`config.mk`:
```
export PLATFORM = sky130hd
export DESIGN_NAME = vca_classifier
export DESIGN_NICKNAME = d
export VERILOG_FILES = /design/src/shared/vca_pkg.sv /design/src/rtl/vca_classifier.sv
export VERILOG_INCLUDE_DIRS = /design/src /design/src/shared
export SDC_FILE = /design/constraint.sdc
export NUM_CORES = 1
export LEC_CHECK = 0
export BUFFER_PORTS_ARGS = -buffer_cell sky130_fd_sc_hd__buf_4
export CAP_MARGIN = 20
export CORE_AREA = 4 4 241 243
export DETAILED_ROUTE_END_ITERATION = 6
export DIE_AREA = 0 0 245 247
export PLACE_DENSITY = 0.72
export SKIP_CTS_REPAIR_TIMING = 1
export SLEW_MARGIN = 15
export SYNTH_ARGS = -nofsm -noshare
export SYNTH_HDL_FRONTEND = slang
export SYNTH_SLANG_ARGS = --single-unit
```
`constraint.sdc`:
```
create_clock -name i_sys_clk -period 18.5 [get_ports i_sys_clk]
set_input_delay 5.55 -clock i_sys_clk [delete_from_list [all_inputs] [get_ports i_sys_clk]]
set_output_delay 5.55 -clock i_sys_clk [all_outputs]
set_load 0.01 [all_outputs]
```
`src/shared/vca_consts.svh`:
```
// Offsets, field positions, reset values and fixed codes of the classifier
`ifndef VCA_CONSTS_SVH
`define VCA_CONSTS_SVH

`define VCA_NPORTS        8
`define VCA_PORT_W        3
`define VCA_ADDR_W        8

`define VCA_TPID_CUST     16'h8100
`define VCA_TPID_SERV     16'h88A8

`define VCA_OFF_AGGR      8'h00
`define VCA_OFF_CTPID0    8'h04
`define VCA_OFF_CTPID1    8'h08
`define VCA_OFF_CTPID2    8'h0C
`define VCA_OFF_FRAMES    8'h10
`define VCA_OFF_RANDOM    8'h14
`define VCA_OFF_PORT0     8'h40

`define VCA_AGGR_DMAC     0
`define VCA_AGGR_DMAC_REV 1
`define VCA_AGGR_SMAC     2
`define VCA_AGGR_FLOW     3
`define VCA_AGGR_IP       4
`define VCA_AGGR_L4       5
`define VCA_AGGR_INGRESS_SERVICE_INDEX     6
`define VCA_AGGR_RAND     7
`define VCA_AGGR_STACK    8
`define VCA_AGGR_BITS     9

`define VCA_PC_VID_LSB    0
`define VCA_PC_PCP_LSB    12
`define VCA_PC_DEI        15
`define VCA_PC_INNER      16
`define VCA_PC_AWARE      17
`define VCA_PC_POP_LSB    18
`define VCA_PC_MASK_LSB   20

`define VCA_AGGR_RST      9'h000
`define VCA_CTPID_RST     16'h88A8
`define VCA_PORT_RST      25'h0020001
`define VCA_LFSR_RST      16'hACE1
`define VCA_LFSR_TAPS     16'hB400

`define VCA_KIND_NONE     3'h0
`define VCA_KIND_C        3'h1
`define VCA_KIND_S        3'h2
`define VCA_KIND_X0       3'h3

`endif

```
`src/shared/vca_pkg.sv`:
```
// Types shared by the classifier and its bench
package vca_pkg;

	typedef logic [15:0] vca_tpid_t;

	typedef struct packed {
		logic        valid;
		logic [2:0]  port;
		logic [1:0]  tag_cnt;
		logic [2:0][15:0] tpid;
		logic [2:0][15:0] tci;
		logic [47:0] dmac;
		logic [47:0] smac;
		logic        ipv4;
		logic        ipv6;
		logic [127:0] sip;
		logic [127:0] dip;
		logic [19:0] flow_label;
		logic        l4_valid;
		logic [15:0] sport;
		logic [15:0] dport;
		logic [11:0] ingress_service_index;
		logic        stack_present;
		logic [3:0]  stack_code;
	} vca_frame_t;

	typedef struct packed {
		logic        valid;
		logic [2:0]  hdr_classified_priority;
		logic        hdr_classified_drop_eligible;
		logic [11:0] hdr_classified_vlan_id;
		logic        hdr_tag_is_service;
		logic [2:0]  hdr_tpid_extended_kind;
		logic [1:0]  hdr_tags_to_pop;
		logic        hdr_frame_had_tag;
		logic [3:0]  aggr_code;
	} vca_hdr_t;

	typedef struct packed {
		logic [24:0] cfg;
	} vca_port_cfg_t;

	typedef struct packed {
		logic [8:0]  aggregation_code_cfg;
		logic [2:0][15:0] custom_service_tpid_cfg;
		logic [7:0][24:0] port_tag_handling_cfg;
		logic [15:0] lfsr;
		logic [31:0] frames;
		vca_hdr_t    hdr;
		logic        waitreq;
		logic [31:0] rdata;
	} vca_state_t;

endpackage

```
`src/rtl/vca_classifier.sv`:
```
// VLAN classification and link aggregation code stage with Avalon-MM config
//
// Register access over Avalon-MM and the register addresses are this design's own decisions.
`timescale 1ns/1ps
`include "vca_consts.svh"

module vca_classifier (
	// Clock and reset
	input  wire logic                   i_sys_clk,
	input  wire logic                   i_reset,
	// Avalon-MM slave
	input  wire logic [`VCA_ADDR_W-1:0] i_avs_address,
	input  wire logic                   i_avs_read,
	input  wire logic                   i_avs_write,
	input  wire logic [31:0]            i_avs_writedata,
	output logic      [31:0]            o_avs_readdata,
	output logic                        o_avs_waitrequest,
	// Parsed frame in
	input  wire vca_pkg::vca_frame_t    i_frame,
	// Internal frame header out
	output vca_pkg::vca_hdr_t           o_hdr
);
	import vca_pkg::*;

	vca_state_t st_ff;
	vca_state_t nxt_st;

	function automatic logic [3:0] fold(input logic [127:0] v);
		logic [3:0] acc;
		acc = 4'h0;
		for (int i = 0; i < 32; i++) begin
			acc = acc ^ v[i*4 +: 4];
		end
		return acc;
	endfunction

	function automatic logic [47:0] rev48(input logic [47:0] v);
		logic [47:0] r;
		r = 48'h0;
		for (int i = 0; i < 48; i++) begin
			r[i] = v[47-i];
		end
		return r;
	endfunction

	function automatic logic [2:0] tpid_kind(
		input logic [15:0]      t,
		input logic [2:0][15:0] cust
	);
		logic [2:0] k;
		k = `VCA_KIND_NONE;
		if (t == `VCA_TPID_CUST) begin
			k = `VCA_KIND_C;
		end else if (t == `VCA_TPID_SERV) begin
			k = `VCA_KIND_S;
		end else begin
			for (int j = 2; j >= 0; j--) begin
				if (t == cust[j]) begin
					k = 3'(`VCA_KIND_X0 + j);
				end
			end
		end
		return k;
	endfunction

	function automatic logic [31:0] reg_read(
		input vca_state_t        s,
		input logic [`VCA_ADDR_W-1:0] a
	);
		logic [31:0] d;
		d = 32'h0;
		case (a)
			`VCA_OFF_AGGR: d = {23'h0, s.aggregation_code_cfg};
			`VCA_OFF_CTPID0: d = {16'h0, s.custom_service_tpid_cfg[0]};
			`VCA_OFF_CTPID1: d = {16'h0, s.custom_service_tpid_cfg[1]};
			`VCA_OFF_CTPID2: d = {16'h0, s.custom_service_tpid_cfg[2]};
			`VCA_OFF_FRAMES: d = s.frames;
			`VCA_OFF_RANDOM: d = {16'h0, s.lfsr};
			default: begin
				for (int p = 0; p < `VCA_NPORTS; p++) begin
					if (a == 8'(`VCA_OFF_PORT0 + 4*p)) begin
						d = {7'h0, s.port_tag_handling_cfg[p]};
					end
				end
			end
		endcase
		return d;
	endfunction

	logic [24:0]  pcfg;
	logic [4:0]   tpid_invalid_mask;
	logic [2:0]   kind [3];
	logic [1:0]   n_valid;
	logic         stop;
	logic         sel;
	logic [1:0]   egress_pop_setting;
	logic [15:0]  tci;
	logic [3:0]   code;
	logic [8:0]   acfg;
	logic         is_ip;
	logic         req;

	always_comb begin
		nxt_st = st_ff;
		req = i_avs_read | i_avs_write;

		// Register bus: waitrequest drops one cycle after the request
		if (req && st_ff.waitreq) begin
			nxt_st.waitreq = 1'b0;
			nxt_st.rdata = i_avs_read ? reg_read(st_ff, i_avs_address)
			                          : 32'h0;
		end else begin
			nxt_st.waitreq = 1'b1;
		end
		if (i_avs_write && !st_ff.waitreq) begin
			case (i_avs_address)
				`VCA_OFF_AGGR: nxt_st.aggregation_code_cfg =
					i_avs_writedata[`VCA_AGGR_BITS-1:0];
				`VCA_OFF_CTPID0: nxt_st.custom_service_tpid_cfg[0] =
					i_avs_writedata[15:0];
				`VCA_OFF_CTPID1: nxt_st.custom_service_tpid_cfg[1] =
					i_avs_writedata[15:0];
				`VCA_OFF_CTPID2: nxt_st.custom_service_tpid_cfg[2] =
					i_avs_writedata[15:0];
				default: begin
					for (int p = 0; p < `VCA_NPORTS; p++) begin
						if (i_avs_address == 8'(`VCA_OFF_PORT0 + 4*p)) begin
							nxt_st.port_tag_handling_cfg[p] =
								i_avs_writedata[24:0];
						end
					end
				end
			endcase
		end

		// Free-running pseudo-random source
		nxt_st.lfsr = st_ff.lfsr[0] ?
			((st_ff.lfsr >> 1) ^ `VCA_LFSR_TAPS) : (st_ff.lfsr >> 1);

		// VLAN classification
		pcfg = st_ff.port_tag_handling_cfg[i_frame.port];
		tpid_invalid_mask = pcfg[`VCA_PC_MASK_LSB +: 5];
		egress_pop_setting = pcfg[`VCA_PC_POP_LSB +: 2];
		n_valid = 2'h0;
		stop = 1'b0;
		for (int i = 0; i < 3; i++) begin
			kind[i] = tpid_kind(i_frame.tpid[i],
				st_ff.custom_service_tpid_cfg);
			if (!stop && (2'(i) < i_frame.tag_cnt) &&
			    kind[i] != `VCA_KIND_NONE &&
			    !tpid_invalid_mask[kind[i] - 3'h1]) begin
				n_valid = n_valid + 2'h1;
			end else begin
				stop = 1'b1;
			end
		end
		sel = (n_valid >= 2'h2) && pcfg[`VCA_PC_INNER];
		tci = sel ? i_frame.tci[1] : i_frame.tci[0];

		nxt_st.hdr.valid = i_frame.valid;
		if (n_valid != 2'h0) begin
			// VID zero (priority tag) kept as-is
			nxt_st.hdr.hdr_classified_priority = tci[15:13];
			nxt_st.hdr.hdr_classified_drop_eligible = tci[12];
			nxt_st.hdr.hdr_classified_vlan_id = tci[11:0];
			nxt_st.hdr.hdr_tpid_extended_kind = sel ? kind[1] : kind[0];
			nxt_st.hdr.hdr_tag_is_service =
				(sel ? kind[1] : kind[0]) != `VCA_KIND_C;
		end else begin
			nxt_st.hdr.hdr_classified_priority =
				pcfg[`VCA_PC_PCP_LSB +: 3];
			nxt_st.hdr.hdr_classified_drop_eligible = pcfg[`VCA_PC_DEI];
			nxt_st.hdr.hdr_classified_vlan_id = pcfg[`VCA_PC_VID_LSB +: 12];
			nxt_st.hdr.hdr_tpid_extended_kind = `VCA_KIND_NONE;
			nxt_st.hdr.hdr_tag_is_service = 1'b0;
		end
		// Pop count is the port's pop setting, capped at the number of valid tags n_valid
		nxt_st.hdr.hdr_tags_to_pop = (egress_pop_setting > n_valid) ?
			n_valid : egress_pop_setting;
		nxt_st.hdr.hdr_frame_had_tag =
			pcfg[`VCA_PC_AWARE] && (n_valid != 2'h0);

		// Aggregation code
		acfg = st_ff.aggregation_code_cfg;
		is_ip = i_frame.ipv4 | i_frame.ipv6;
		code = 4'h0;
		if (acfg[`VCA_AGGR_DMAC]) begin
			code = code ^ fold({80'h0, i_frame.dmac});
		end
		if (acfg[`VCA_AGGR_DMAC_REV]) begin
			code = code ^ fold({80'h0, rev48(i_frame.dmac)});
		end
		if (acfg[`VCA_AGGR_SMAC]) begin
			code = code ^ fold({80'h0, i_frame.smac});
		end
		if (acfg[`VCA_AGGR_FLOW] && i_frame.ipv6) begin
			code = code ^ fold({108'h0, i_frame.flow_label});
		end
		if (acfg[`VCA_AGGR_IP] && is_ip) begin
			code = code ^ fold(i_frame.sip) ^ fold(i_frame.dip);
		end
		if (acfg[`VCA_AGGR_L4] && is_ip && i_frame.l4_valid) begin
			code = code ^ fold({96'h0, i_frame.sport,
				i_frame.dport});
		end
		if (acfg[`VCA_AGGR_INGRESS_SERVICE_INDEX]) begin
			code = code ^ fold({116'h0, i_frame.ingress_service_index});
		end
		if (acfg[`VCA_AGGR_RAND]) begin
			code = code ^ st_ff.lfsr[3:0];
		end
		if (acfg[`VCA_AGGR_STACK] && i_frame.stack_present) begin
			code = i_frame.stack_code;
		end
		nxt_st.hdr.aggr_code = code;

		if (i_frame.valid) begin
			nxt_st.frames = st_ff.frames + 32'h1;
		end
	end

	always_ff @(posedge i_sys_clk or posedge i_reset) begin
		if (i_reset) begin
			st_ff <= '0;
			st_ff.aggregation_code_cfg <= `VCA_AGGR_RST;
			st_ff.custom_service_tpid_cfg <= {3{`VCA_CTPID_RST}};
			st_ff.port_tag_handling_cfg <= {`VCA_NPORTS{`VCA_PORT_RST}};
			st_ff.lfsr <= `VCA_LFSR_RST;
			st_ff.waitreq <= 1'b1;
		end else begin
			st_ff <= nxt_st;
		end
	end

	assign o_avs_readdata = st_ff.rdata;
	assign o_avs_waitrequest = st_ff.waitreq;
	assign o_hdr = st_ff.hdr;

endmodule

```
# Word-level counts from Yosys, hierarchy flattened
# Cells that the tools add are included.
# classes
n_addsub,6
multipliers,0
div,0
order_cmp,9
eq_ne,29
shift,0
n_mux,53
bitwise,120
reduce_logical,40
# op_table
op,count
$xor 4x4->4,116
$mux 25,8
$pmux 32 s6,1
$eq 16x16->1,9
$eq 16x16->1 const B,6
$bmux 25 s3,1
$eq 8x7->1 const B,8
$mux 32,2
$mux 3,16
$mux 4,9
$add 32x1->32 const B,1
$mux 16,2
$reduce_and 3->1,8
$mux 20,1
$logic_and 1x1->1,17
$eq 8x4->1 const B,2
$eq 8x5->1 const B,2
$lt 3x4->1 const B,4
$bmux 1 s3,3
$reduce_bool 3->1,3
$sub 3x1->3 const B,3
$eq 8x3->1 const B,1
$logic_not 8->1,1
$reduce_and 2->1,4
other kinds (14),29
# word_totals
register_bits,366
latch_bits,0
mem_bits_rw,0
romBits,0
in_bits,570
out_inout_bits,61
mem_count,0

# Longest topological paths before layout
# depth
ltp_word,41
mapped_depth,23

# Least setup slack after synthesis
# No wires, ideal clock.
# synth_path
kind,input -> register
start,input i_frame[491] in the netlist's numbering
end,register st_ff (netlist bit o_hdr[5])
arrival_time_ps,9238
t_required_ps,18371
setup_slack_ps,9133
path_stages,17
path_cell_list,or4b_1 > or3_1 > o21a_1 > ha_1 > mux4_2 > o21ai_0 > and4_1 > ha_1 > o2111a_1 > o31ai_1 > a21o_1 > xnor2_1 > ha_1 > a21oi_1 > nand2_1 > a211oi_1 > a211oi_1
# synth_rtl
item,line_no,rtl
"start, declared",vca_classifier.sv:19,"input wire vca_pkg::vca_frame_t i_frame,"
"end signal, assigned",vca_classifier.sv:231,st_ff <= nxt_st;
"end, declared",vca_classifier.sv:25,vca_state_t st_ff;

==> impl_metrics.csv <==
group,metric,value,unit
placed_design,placed_cells,3293,
sta,post-route-period-util,54.3,%
job,drv_cap,0,
route,first_pass_iters,5,
pwr,leakagePower,13.6,nW
finish,final_nets,3164,
yosys,synth-edff-count,0,
grt,grt_pass1_wl,134000,um
pwr,p_seq_share,38.3,%
critical_path,cpLargestDelayFamily,"multiplexers",
sta,rsz0062_at_grt,"false",
critical_path,arrival,10480,ps
yosys,synth_fp_nets,2641,
clock_network,numCtsBuffers,41,
yosys,synth_warnings,0,
sta,hold_viol,0,
grt,track_usage,30.1,%
min_path,hold_class,"reg -> reg",
floorplanning,die_h,247,um
yosys,ys_seq_area_share,39.0,%
sta,max_slew_margin,24.1,%
finish,fillers,4911,
grt,first_global_vias,19700,
critical_path,cp_slowest_cell,"mux2i_1",
critical_path,crit_required,18930,ps
pwr,clkPwrFrac,37.9,%
placed_design,hpwl,73300,um
yosys,synth_seq_cells,366,
route,antenna_left,0,
critical_path,r2r_start,"st_ff[321]",
yosys,synthFlopType,"dfrtp_1",
clock_network,cts.htree.levels,2,
sta,setup_viol,0,
critical_path,crit_path_start,"i_frame[523]",
critical_path,timing_worst_setup_path_type,"in -> reg",
placed_design,gp_congestion,0.988,
floorplanning,die_w,245,um
placed_design,post-place-ws,7990,ps
grt,grt_max_degree,135,
finish,fin_cells,3374,
clock_network,clkSlewWorstSetupHoldPaths,60,ps
sta,layout_setup_ws,8450,ps
sta,tns,0,ps
floorplanning,coreArea,0.0560,mm^2
route,viasPerCell,5.72,
pwr,powerDensity,75.4,mW/mm^2
critical_path,end_kind,"flop",
critical_path,critPathMaxFanout,50,
yosys,avgSynthCellArea,11.5,um^2
sta,min_period,10050,ps
clock_network,cts_root_buf,"clkbuf_16",
clock_network,clkSinkCount,366,
finish,drive_gt1_share,41.9,%
pwr,finalPower,2.26,mW
pwr,power.switching,634,uW
sta,worst_pin_slew,1130,ps
critical_path,slowest_delay,840,ps
floorplanning,pin_count,631,
min_path,hold_path_startpoint,"st_ff[100]",
critical_path,path_buf_inv,3,
yosys,async_flop_share,100,%
placed_design,portBuffers,607,
sta,skew,22.2,ps
floorplanning,die-area,0.0605,mm^2
sta,whs,368,ps
outcome,status,"completed",
min_path,hold_depth,0,
pwr,pwr-share-comb,23.8,%
floorplanning,initial_core_util,42.2,%
clock_network,tritoncts,"yes",
sta,fmax,99.5,MHz
critical_path,crit_chain,"buf_4, mux4_2, mux2i_1, inv_1, mux4_2, o21ai_0, and4_1, ha_1, o2111a_1, o31ai_1, a21o_1, xnor2_1, ha_1, inv_1, a21oi_1, a21oi_1, nor2b_1, a211oi_1",
finish,syn_to_final_growth,27.1,%
yosys,ys_types,63,
critical_path,worstReg2RegEnd,"o_hdr[5]",
finish,post-route-util,53.6,%
clock_network,insertion_delay,550,ps
pwr,intPower,1.63,mW
route,drt_iter0_drc,1590,
pwr,p_sw_share,28.1,%
min_path,worstHoldEndpoint,"st_ff[99]",
floorplanning,fp-row-count,87,
route,drc,0,
placed_design,place_area,0.0285,mm^2
clock_network,cts_max_path_buffers,3,
finish,fin_area,0.0300,mm^2
critical_path,reg2regPathDepth,20,
route,drt-total-wl,93800,um
yosys,synthesis.instances,2058,
grt,grt_antenna_before_repair,8,
critical_path,cp-start-kind,"input pin",
route,wl_per_cell,27.8,um
grt,overflow,0,
critical_path,r2r_slack,13210,ps
route,vias,19300,
sta,finalMaxSlewViolations,0,
yosys,synth_area,0.0236,mm^2
pwr,ir_drop,0.0000602,V
## cells by family after synthesis
logic type,after synthesis,synth area share [%]
compound gates,265,8.00
xor+xnor,578,22.5
mux,354,19.3
buf+inv,168,3.72
fa+ha+maj,13,0.690
simple gates,314,6.76
flops,366,39.0
## worst register-to-register path: stages (launching register included)
cell and delay [ps]:
dfrtp_1 630, xnor2_1 190, nand4_1 120, nor4_1 700, a21oi_1 170, o21a_1 290
ha_1 350, mux4_2 500, o21ai_0 240, and4_1 290, ha_1 230, o2111a_1 180
o31ai_1 80, a21o_1 200, xnor2_1 160, ha_1 170, inv_1 40, a21oi_1 160
a21oi_1 90, nor2b_1 140, a211oi_1 250
## power groups by stage
stage / clock network, mW / registers (mW) / logic (mW)
after detailed placement: 0 / 0.877 / 0.545
after global placement: 0 / 0.875 / 0.539
after global routing: 0.901 / 0.867 / 0.583
after floorplan: 0 / 0.861 / 0.325
final: 0.857 / 0.865 / 0.537
after CTS: 0.865 / 0.863 / 0.547
## cells in the mapped netlist, types with 21 or more instances
cell      number  area [um^2]
nand3_1       24          120
nor4_1        21          131
xnor2_1      461         4040
nor2_1        78          293
mux4_2        52         1170
clkbuf_1      73          274
xor2_1        99          867
a221oi_1      23          201
a22o_1        25          219
mux2i_1       22          220
a22oi_1       79          593
mux2_2       280         3150
nand4_1       45          282
dfstp_2       40         1050
buf_4         60          450
a21oi_1       51          255
dfrtp_1      326         8160
o21ai_0       27          135
nand2_1       84          315
## flip-flops by register name, indices dropped and copies added (netlist names)
register	count
st_ff	296
o_avs_readdata	32
o_hdr	28
acfg	9
o_avs_waitrequest	1
## routing by layer
layer,vias to the layer above,part of all wire [%],GRT usage [%],wire length [um]
li1,8375,-,-,-
met1,9705,39,39.4,36700
met2,1038,49,50.6,45900
met3,167,8.7,6.09,8170
met4,6,3.2,9.21,3040
met5,-,0.044,0,41
## cells in the final DEF, fill, tap and decap left out, types with 5 or more instances in the layout
master and instances:
nand2_1 80, clkbuf_1 10, xor2_1 99, dfstp_2 40, a22o_1 25, a41oi_1 11, a31oi_1 18, or3_1 8
inv_1 15, nand3b_1 5, nand2b_1 5, mux2i_1 22, mux4_2 52, clkbuf_8 9, buf_4 631, clkinv_2 7
xnor3_1 16, ha_1 13, a21oi_1 51, nor2_1 71, dfrtp_1 326, xnor2_1 461, a221oi_1 23, mux2_2 280
nand4_1 45, nor3_1 5, nor2_4 5, o21ai_0 27, nand3_1 24, nor4_1 21, clkbuf_16 43, and3_1 10
a22oi_1 79
## worst max path at each step
| stage | slack (ps) | cells after the start | end |
|---|---|---|---|
| 6_report | 8450 | 18 | o_hdr[5] |
| 5_1_grt | 8210 | 20 | o_hdr[5] |
| 4_1_cts | 8540 | 19 | o_hdr[5] |
| 3_5_place_dp | 7990 | 19 | o_hdr[5] |
| 3_3_place_gp | 8030 | 19 | o_hdr[5] |
| 2_1_floorplan | 2860 | 1 | acfg[0] |
## layout make-up
cell class	instances	area, um^2	share of cell area [%]
Antenna cell	4	10.0	0.0334
Clock buffer	62	1240	4.13
Clock inverter	14	181	0.605
Inverter	16	67.6	0.225
Multi-Input combinational cell	1524	13600	45.2
Sequential cell	366	9210	30.7
Tap cell	756	946	3.15
Timing Repair Buffer	632	4760	15.9
No activity file was read; power rests on OpenSTA's default activity.
